`src/common/port8_pkg.sv`:
```
// Purpose: Shared constants for the seven-pin multiplexed port
// Assumes: Byte-wide internal register bus with 16-bit addresses
// Notes:   Mode codes follow the operating-mode pins of the device
package port8_pkg;

    // ****************************************************************
    // Register map
    // ****************************************************************
    localparam logic [15:0] ADDR_DIRECTION   = 16'hFFBD;
    localparam logic [15:0] ADDR_DATA        = 16'hFFBF;

    // ****************************************************************
    // Reset values and fixed bits
    // ****************************************************************
    localparam logic [7:0]  DIR_RESET_EXP    = 8'h81;
    localparam logic [7:0]  DIR_RESET_SINGLE = 8'h80;
    localparam logic [7:0]  DATA_RESET       = 8'h80;
    localparam int          RESERVED_BIT     = 7;
    localparam logic        RESERVED_VALUE   = 1'b1;
    localparam logic [7:0]  DIR_READ_VALUE   = 8'hFF;

    // ****************************************************************
    // Operating modes
    // ****************************************************************
    localparam logic [1:0]  MODE_EXPANDED_1  = 2'h1;
    localparam logic [1:0]  MODE_EXPANDED_2  = 2'h2;
    localparam logic [1:0]  MODE_SINGLE      = 2'h3;

    // ****************************************************************
    // Pin positions
    // ****************************************************************
    localparam int          PIN_COUNT        = 7;
    localparam int          PIN_ECLK         = 0;
    localparam int          PIN_STROBE       = 1;
    localparam int          PIN_TX           = 4;
    localparam int          PIN_RX           = 5;
    localparam int          PIN_SCLK         = 6;
    localparam int          SELECT_COUNT     = 4;

endpackage : port8_pkg

```
`src/logic/port8_pin_cell.sv`:
```
// Purpose: Drive, level and pull-up decision for one port pin
// Assumes: Purely combinational; the caller registers the results
// Notes:   Priority is standby, peripheral output, peripheral input
`timescale 1ns/1ns
`default_nettype none

module port8_pin_cell (
    // Register bits for this pin
    input  wire logic dir_bit,
    input  wire logic data_bit,
    // Function selection
    input  wire logic func_out,
    input  wire logic func_val,
    input  wire logic func_in,
    input  wire logic gpio_out_ok,
    input  wire logic hw_standby,
    // Pin decision
    output logic      drive,
    output logic      level,
    output logic      pull_on
);

    // Pin mux, one pin
    always_comb begin
        drive   = 1'b0;
        level   = 1'b0;
        pull_on = 1'b0;
        if (hw_standby) begin
            drive   = 1'b0;                   // Float, pull-up off
            pull_on = 1'b0;
        end else if (func_out) begin
            drive   = 1'b1;                   // Peripheral owns pin
            level   = func_val;
            pull_on = 1'b0;
        end else if (func_in) begin
            pull_on = ~dir_bit & data_bit;    // Only pull-up kept
        end else if (dir_bit && gpio_out_ok) begin
            drive   = 1'b1;                   // Output pin
            level   = data_bit;
        end else begin
            pull_on = ~dir_bit & data_bit;    // Input pull-up
        end
    end

endmodule : port8_pin_cell

`default_nettype wire

```
`src/logic/port8_pin_mux_gpio.sv`:
```
// Purpose: Seven-pin general-purpose port with shared peripheral pins
// Assumes: Pin levels and peripheral controls synchronous to mclk
// Notes:   Pin outputs and peripheral inputs lag by one register stage
`timescale 1ns/1ns
`default_nettype none

// Overview of operation
// - Direction bit one makes pin output
// - Bit 7 ignores writes, reads one
// - Read: latch for outputs, pin for inputs
// - Input pin pull-up follows data bit
// - Expanded pin 0: E clock or input
// - Expanded pin 1: I/O strobe or input
// - Single-chip pins 0, 1: GPIO or select
// - Pins 2, 3: GPIO or slave select
// - Select inputs ignore bits except pull-up
// - Pin 4 transmit overrides bits, no pull-up
// - Pin 5 receive overrides bits except pull-up
// - Pin 6 serial clock; output has no pull-up, input pull-up follows data bit
// - Reset clears bits 6-1, pins input
// - Reset pin 0 direction depends on mode
// - Hardware standby floats pins, pull-ups off
// - Software standby: serial pins GPIO, E clock low
// - Direction write-only, reset 81 or 80
module port8_pin_mux_gpio
    import port8_pkg::*;
#(
    parameter int PINS = PIN_COUNT
) (
    // Clock and reset
    input  wire logic                    mclk,
    input  wire logic                    rst,
    // Operating state
    input  wire logic [1:0]              mode,
    input  wire logic                    dual_port_ram_enable,
    input  wire logic                    hw_standby,
    input  wire logic                    sw_standby,
    // Internal register bus
    input  wire logic [15:0]             addr,
    input  wire logic                    wr_stb,
    input  wire logic                    rd_stb,
    input  wire logic [7:0]              wdata,
    output logic      [7:0]              rdata,
    // Sources of alternate outputs
    input  wire logic                    e_clock,
    input  wire logic                    io_strobe_out,
    input  wire logic                    tx_enable,
    input  wire logic                    sync_serial_tx,
    input  wire logic                    rx_enable,
    input  wire logic                    sclk_out_enable,
    input  wire logic                    sclk_in_enable,
    input  wire logic                    sclk_out_level,
    // Port pins
    input  wire logic [PINS-1:0]         pin_in,
    output logic      [PINS-1:0]         pin_out,
    output logic      [PINS-1:0]         pin_oe_n,
    output logic      [PINS-1:0]         pin_pullup,
    // Alternate inputs to other blocks
    output logic      [SELECT_COUNT-1:0] slave_reg_select,
    output logic                         sync_serial_rx,
    output logic                         sync_serial_clock,
    output logic                         ext_interrupt_3,
    output logic                         ext_interrupt_4,
    output logic                         ext_interrupt_5
);

    // ****************************************************************
    // Declarations
    // ****************************************************************
    logic [PINS-1:0]         dir_q;
    logic [PINS-1:0]         data_q;
    logic                    expanded;
    logic                    slave;
    logic                    serial_live;
    logic [PINS-1:0]         func_out;
    logic [PINS-1:0]         func_val;
    logic [PINS-1:0]         func_in;
    logic [PINS-1:0]         gpio_ok;
    logic [PINS-1:0]         cell_drive;
    logic [PINS-1:0]         cell_level;
    logic [PINS-1:0]         cell_pullup;
    logic [PINS-1:0]         pin_out_q;
    logic [PINS-1:0]         pin_out_d;
    logic [PINS-1:0]         pin_oe_n_q;
    logic [PINS-1:0]         pin_oe_n_d;
    logic [PINS-1:0]         pin_pullup_q;
    logic [PINS-1:0]         pin_pullup_d;
    logic [7:0]              rdata_q;
    logic [7:0]              rdata_d;
    logic [SELECT_COUNT-1:0] select_q;
    logic [SELECT_COUNT-1:0] select_d;
    logic                    rx_q;
    logic                    rx_d;
    logic                    sclk_q;
    logic                    sclk_d;
    logic [2:0]              irq_q;
    logic [2:0]              irq_d;

    // ****************************************************************
    // Elaboration check
    // ****************************************************************
    if (PINS != PIN_COUNT) begin : g_check
        $error("port8_pin_mux_gpio: PINS must equal PIN_COUNT");
    end

    // ****************************************************************
    // Registers
    // ****************************************************************

    // Direction and data latches
    port8_regs #(
        .PINS   (PINS)
    ) u_regs (
        .mclk   (mclk),
        .rst    (rst),
        .mode   (mode),
        .wr_stb (wr_stb),
        .addr   (addr),
        .wdata  (wdata),
        .dir_q  (dir_q),
        .data_q (data_q)
    );

    // ****************************************************************
    // Function selection
    // ****************************************************************

    // Operating state decode
    always_comb begin
        expanded    = (mode == MODE_EXPANDED_1)
                   || (mode == MODE_EXPANDED_2);
        slave       = (mode == MODE_SINGLE) && dual_port_ram_enable;
        serial_live = ~sw_standby;           // Serial drops out
    end

    // Per-pin ownership
    always_comb begin
        func_out = '0;
        func_val = '0;
        func_in  = '0;
        gpio_ok  = '1;
        // Pin 0: E clock, select 0 or plain port
        if (expanded) begin
            gpio_ok[PIN_ECLK]  = 1'b0;
            func_out[PIN_ECLK] = dir_q[PIN_ECLK];
            func_val[PIN_ECLK] = e_clock & ~sw_standby;  // Low
        end else if (slave) begin
            func_in[PIN_ECLK]  = 1'b1;
        end
        // Pin 1: I/O strobe, select 1 or plain port
        if (expanded) begin
            gpio_ok[PIN_STROBE]  = 1'b0;
            func_out[PIN_STROBE] = dir_q[PIN_STROBE];
            func_val[PIN_STROBE] = io_strobe_out;
        end else if (slave) begin
            func_in[PIN_STROBE]  = 1'b1;
        end
        // Pins 2 and 3: select inputs in slave mode only
        if (slave) begin
            func_in[PIN_STROBE+1] = 1'b1;
            func_in[PIN_STROBE+2] = 1'b1;
        end
        // Pin 4: transmit data overrides the port bits
        if (tx_enable && serial_live) begin
            func_out[PIN_TX] = 1'b1;
            func_val[PIN_TX] = sync_serial_tx;
        end
        // Pin 5: receive data keeps only the pull-up
        if (rx_enable && serial_live) begin
            func_in[PIN_RX] = 1'b1;
        end
        // Pin 6: serial clock in either direction
        if (sclk_out_enable && serial_live) begin
            func_out[PIN_SCLK] = 1'b1;
            func_val[PIN_SCLK] = sclk_out_level;
        end else if (sclk_in_enable && serial_live) begin
            func_in[PIN_SCLK]  = 1'b1;
        end
    end

    // ****************************************************************
    // Pin cells
    // ****************************************************************

    // One cell per pin
    for (genvar i = 0; i < PINS; i++) begin : g_pin
        port8_pin_cell u_cell (
            .dir_bit     (dir_q[i]),
            .data_bit    (data_q[i]),
            .func_out    (func_out[i]),
            .func_val    (func_val[i]),
            .func_in     (func_in[i]),
            .gpio_out_ok (gpio_ok[i]),
            .hw_standby  (hw_standby),
            .drive       (cell_drive[i]),
            .level       (cell_level[i]),
            .pull_on     (cell_pullup[i])
        );
    end

    // ****************************************************************
    // Pin output stage
    // ****************************************************************

    // Next pin state; reset leaves all pins as inputs
    always_comb begin
        if (rst) begin
            pin_out_d    = '0;
            pin_oe_n_d   = '1;
            pin_pullup_d = '0;
        end else begin
            pin_out_d    = cell_level;
            pin_oe_n_d   = ~cell_drive;
            pin_pullup_d = cell_pullup;
        end
    end

    // Pin registers
    always_ff @(posedge mclk) begin
        pin_out_q    <= pin_out_d;
        pin_oe_n_q   <= pin_oe_n_d;
        pin_pullup_q <= pin_pullup_d;
    end

    // ****************************************************************
    // Register read path
    // ****************************************************************

    // Read data, held between reads
    always_comb begin
        rdata_d = rdata_q;
        if (rst) begin
            rdata_d = '0;
        end else if (rd_stb && addr == ADDR_DATA) begin
            for (int b = 0; b < PINS; b++) begin
                rdata_d[b] = dir_q[b] ? data_q[b] : pin_in[b];
            end
            rdata_d[RESERVED_BIT] = RESERVED_VALUE;
        end else if (rd_stb && addr == ADDR_DIRECTION) begin
            rdata_d = DIR_READ_VALUE;
        end
    end

    // Read register
    always_ff @(posedge mclk) begin
        rdata_q <= rdata_d;
    end

    // ****************************************************************
    // Alternate inputs to other blocks
    // ****************************************************************

    // Route pin levels to the peripherals that own them
    always_comb begin
        if (rst) begin
            select_d = '0;
            rx_d     = 1'b0;
            sclk_d   = 1'b0;
            irq_d    = '0;
        end else begin
            // Select lines valid only in slave mode
            select_d = slave ? pin_in[SELECT_COUNT-1:0] : '0;
            rx_d     = func_in[PIN_RX] & pin_in[PIN_RX];
            sclk_d   = func_in[PIN_SCLK] & pin_in[PIN_SCLK];
            // Pin level feeds interrupts; driven data shows too
            irq_d    = pin_in[PIN_SCLK:PIN_TX];
        end
    end

    // Alternate input registers
    always_ff @(posedge mclk) begin
        select_q <= select_d;
        rx_q     <= rx_d;
        sclk_q   <= sclk_d;
        irq_q    <= irq_d;
    end

    // ****************************************************************
    // Outputs
    // ****************************************************************
    assign pin_out           = pin_out_q;
    assign pin_oe_n          = pin_oe_n_q;
    assign pin_pullup        = pin_pullup_q;
    assign rdata             = rdata_q;
    assign slave_reg_select  = select_q;
    assign sync_serial_rx    = rx_q;
    assign sync_serial_clock = sclk_q;
    assign ext_interrupt_3   = irq_q[0];
    assign ext_interrupt_4   = irq_q[1];
    assign ext_interrupt_5   = irq_q[2];

endmodule : port8_pin_mux_gpio

`default_nettype wire

```
`src/logic/port8_regs.sv`:
```
// Purpose: Direction and data registers of the port
// Assumes: One write strobe per access, address stable with it
// Notes:   Reset value of the direction register depends on mode
`timescale 1ns/1ns
`default_nettype none

module port8_regs
    import port8_pkg::*;
#(
    parameter int PINS = PIN_COUNT
) (
    // Clock and reset
    input  wire logic            mclk,
    input  wire logic            rst,
    // Mode at reset
    input  wire logic [1:0]      mode,
    // Write access
    input  wire logic            wr_stb,
    input  wire logic [15:0]     addr,
    input  wire logic [7:0]      wdata,
    // Register contents
    output logic      [PINS-1:0] dir_q,
    output logic      [PINS-1:0] data_q
);

    logic [PINS-1:0] dir_d;
    logic [PINS-1:0] data_d;

    // Reject any width other than PIN_COUNT
    if (PINS != PIN_COUNT) begin : g_check
        $error("port8_regs: PINS must equal PIN_COUNT");
    end

    // Write decode; bit 7 is never stored
    always_comb begin
        dir_d  = dir_q;
        data_d = data_q;
        if (rst) begin
            if (mode == MODE_SINGLE) begin
                dir_d = DIR_RESET_SINGLE[PINS-1:0];
            end else begin
                dir_d = DIR_RESET_EXP[PINS-1:0];
            end
            data_d = DATA_RESET[PINS-1:0];           // Pull-ups off
        end else if (wr_stb && addr == ADDR_DIRECTION) begin
            dir_d  = wdata[PINS-1:0];
        end else if (wr_stb && addr == ADDR_DATA) begin
            data_d = wdata[PINS-1:0];
        end
    end

    // Register stage
    always_ff @(posedge mclk) begin
        dir_q  <= dir_d;
        data_q <= data_d;
    end

endmodule : port8_regs

`default_nettype wire

```
`config.mk`:
```
export PLATFORM = sky130hd
export DESIGN_NAME = port8_pin_mux_gpio
export DESIGN_NICKNAME = d
export VERILOG_FILES = /design/src/common/port8_pkg.sv /design/src/logic/port8_pin_cell.sv /design/src/logic/port8_pin_mux_gpio.sv /design/src/logic/port8_regs.sv
export SDC_FILE = /design/constraint.sdc
export NUM_CORES = 1
export LEC_CHECK = 0
export ABC_AREA = 1
export CORE_UTILIZATION = 49
export DETAILED_ROUTE_END_ITERATION = 8
export DONT_BUFFER_PORTS = 1
export MAX_ROUTING_LAYER = met4
export PLACE_DENSITY = 0.77
export SLEW_MARGIN = 10
export SYNTH_ARGS = -nofsm -noshare
export SYNTH_HDL_FRONTEND = slang
export SYNTH_SLANG_ARGS = --single-unit
```
`constraint.sdc`:
```
create_clock -name mclk -period 1.1 [get_ports mclk]
set_input_delay 0.055 -clock mclk [delete_from_list [all_inputs] [get_ports mclk]]
set_output_delay 0.055 -clock mclk [all_outputs]
set_load 0.02 [all_outputs]
```
==> flow_metrics.tcl <==
set metrics [dict create \
    status "finished, final reports clean" \
    yosys.area_share.simple_pct 28.6 \
    syn_area_per_cell_sq_um 8.12 \
    ys_types 22 \
    wirelength_um 4360 \
    worstPathMaxFanout 4 \
    cp-end-kind "flop" \
    final_cells 322 \
    cp_slowest_cell "edfxtp_1" \
    synth_cells 237 \
    grt_overflow 0 \
    grt_pass1_vias 1486 \
    wl_per_cell_um 13.5 \
    initial_utilization_pct 51.8 \
    grt_pass1_wl_um 6920 \
    p_comb_share_pct 7.6 \
    min_path_cells 4 \
    wl_met3_um 316 \
    clk_path_buf_depth 2 \
    yosysSeqAreaShare_pct 57.7 \
    crit_required_ps 1310 \
    highest_layer "met4" \
    rsz0062_at_grt "false" \
    finalSetupTns_ps 0 \
    max_slew.worst_pin.slew_ps 691 \
    power_frac_seq_pct 59.8 \
    relSlewSlack_pct 53.9 \
    critical_path_class "reg2reg" \
    synth_mux_area_share_pct 0 \
    drv_cap 0 \
    met1_length_um 1860 \
    antenna_left 0 \
    synth_top_family_by_area "simple AND/OR/NAND/NOR gates" \
    hp-class "in2reg" \
    syn_to_final_growth_pct 23.2 \
    cts_buffers 5 \
    worst_setup_path_start_kind "flop" \
    dpl.cell_count 286 \
    cp_data_arrival_time_ps 1210 \
    synthesis.area_sq_um 1930 \
    cts_sinks 52 \
    h-tree-depth 2 \
    finalHoldViolCount 0 \
    clkPwrFrac_pct 32.6 \
    setup_viol 0 \
    p_int_w 0.00261 \
    hpwl_um 3050 \
    final_nets 322 \
    die_w_um 64.7 \
    track_usage_pct 22.8 \
    dieArea_sq_um 4180 \
    gp_congestion 0.816 \
    pin_count 86 \
    n_fill_cell 316 \
    path_clk_slew_ps 90 \
    hold_end "rdata[7]" \
    ys_warn_count 0 \
    ir_worst_vdd_uv 642 \
    dr.first_iter.drc_count 113 \
    synthArstFlopShare_pct 0 \
    wl_met2_um 2120 \
    power_leakage_nw 1.01 \
    clkLatencyLatePin_ps 300 \
    drc 0 \
    r2r_start "u_regs.dir_q[0]" \
    via_per_inst 5.11 \
    antenna_found_initial 0 \
    ys_ff_latch 52 \
    maxSlewViolCount 0 \
    worstPathCellList "nand2_1 > inv_1 > nor2_1 > nand3_1 > nand2_1 > nor2_1" \
    hp-start "rd_stb" \
    chipHeight_um 64.7 \
    critPathBufInv 1 \
    dr.pass1.iters 4 \
    yosys.area_share.xor_xnor_pct 0 \
    core-area_sq_um 3720 \
    critPathTopFamily "flip-flops" \
    reg2reg_slack_ps 100 \
    vias 1646 \
    r2r_cells 6 \
    synth_compound_area_share_pct 5.46 \
    io_buffers 0 \
    r2r-end "rdata[0]" \
    root_buffer "clkbuf_8" \
    cts_tree "built" \
    syn_nets 286 \
    layout_min_cycle_time_ps 1000 \
    rows 22 \
    drive_gt1_share_pct 6.93 \
    grt_max_degree 19 \
    synth_edf_count 7 \
    power.switching_w 0.000789 \
    fin_skew_ps 4.76 \
    ys.flop_type "dfxtp_1" \
    swShare_pct 23.2 \
    n_antenna_cell 0 \
    slowest_delay_ps 450 \
    powerDensity_nw_per_um2 1430 \
    yosys.area_share.adder_pct 0.650 \
    fmax_mhz 997 \
    fin_crit_sh_pct 91.2 \
]
cells by family (layout without fill, tap and decap cells):
kind of cell	after synthesis	after routing
AOI/OAI and AO/OA	19	19
adders and majority gates	1	1
buffers and inverters	35	72
DFF	52	52
and+or+nand+nor	130	130
worst max path at each step:
stage                         start              end  cells past startpoint
finish              u_regs.dir_q[0]         rdata[0]                      6
global route        u_regs.dir_q[2]         rdata[2]                      4
CTS                             rst  u_regs.dir_q[6]                      2
detailed placement         addr[13]  u_regs.dir_q[5]                      6
global placement           addr[13]  u_regs.dir_q[5]                      6
floorplan                       rst  u_regs.dir_q[0]                      4
power groups by stage:
stage / sequential [W] / clock (W) / combinational (W)
2_1_floorplan: 0.00207 / 0 / 0.000127
4_1_cts: 0.00204 / 0.00112 / 0.000243
3_3_place_gp: 0.00208 / 0 / 0.000145
6_report: 0.00204 / 0.00111 / 0.000258
5_1_grt: 0.00204 / 0.00122 / 0.000289
3_5_place_dp: 0.00208 / 0 / 0.000148
cell usage after synthesis (2+ instances only):
cell type | number | area, sq um
nand4_1 | 4 | 25.0
nor3_1 | 6 | 30.0
inv_1 | 28 | 105
o21ai_0 | 5 | 25.0
nand2_1 | 48 | 180
nor2_1 | 44 | 165
dfxtp_1 | 45 | 901
nand3_1 | 25 | 125
a21oi_1 | 10 | 50.1
buf_2 | 3 | 15.0
o21a_1 | 2 | 15.0
edfxtp_1 | 7 | 210
stage by stage:
step	hold slack (ps)	power, W	cell area, sq um	util, %	setup WS (ps)
floorplan	167	0.00220	1930	-	57.2
global placement	124	0.00222	2000	53.9	65.9
detailed placement	125	0.00223	2000	53.9	57.7
CTS	0.427	0.00340	2350	63.4	1.67
global route	28.3	0.00355	2370	63.8	6.39
finish	6.35	0.00340	2370	63.8	97.3
layout make-up:
| class | count | area, sq um | share of cell area, % |
|---|---|---|---|
| flip-flops and latches | 52 | 1110 | 46.8 |
| multi-input cells | 150 | 668 | 28.2 |
| repair buffers | 36 | 338 | 14.2 |
| inverters | 28 | 105 | 4.43 |
| clock buffers | 8 | 90.1 | 3.80 |
| well taps | 48 | 60.1 | 2.53 |
placed cells by master (no fill, tap or decap), types with 7 or more instances in the layout:
cell type      count
a21oi_1           10
buf_4             10
dfxtp_1           45
dlygate4sd3_1     25
edfxtp_1           7
inv_1             28
nand2_1           48
nand3_1           25
nor2_1            44
timing repair:
| item | in CTS | in global routing |
|---|---|---|
| hold endpoints to repair | 42 | 0 |
| hold buffers | 26 | 0 |
| buffers inserted | 0 | 2 |
| endpoints found under the setup margin | 0 | 7 |
| gates resized for setup | 0 | 1 |
per-layer routing:
layer,vias up,track usage (%)
li1,823,-
met4,0,7.50
met5,-,-
met3,6,6.34
met2,81,36.4
met1,736,27.8
registers in the layout, summed over array words and instances (netlist names):
signal,cells
irq_q,3
pin_oe_n,7
u_regs.dir_q,7
pin_pullup,7
sync_serial_rx,1
pin_out,7
rdata,8
slave_reg_select,4
u_regs.data_q,7
sync_serial_clock,1
worst reg2reg max path, stage by stage (launching register included):
cell and delay (ps):
edfxtp_1 450, nand2_1 100, inv_1 50, nor2_1 110, nand3_1 80, nand2_1 70, nor2_1 40
Power figures use the tool's default switching activity.
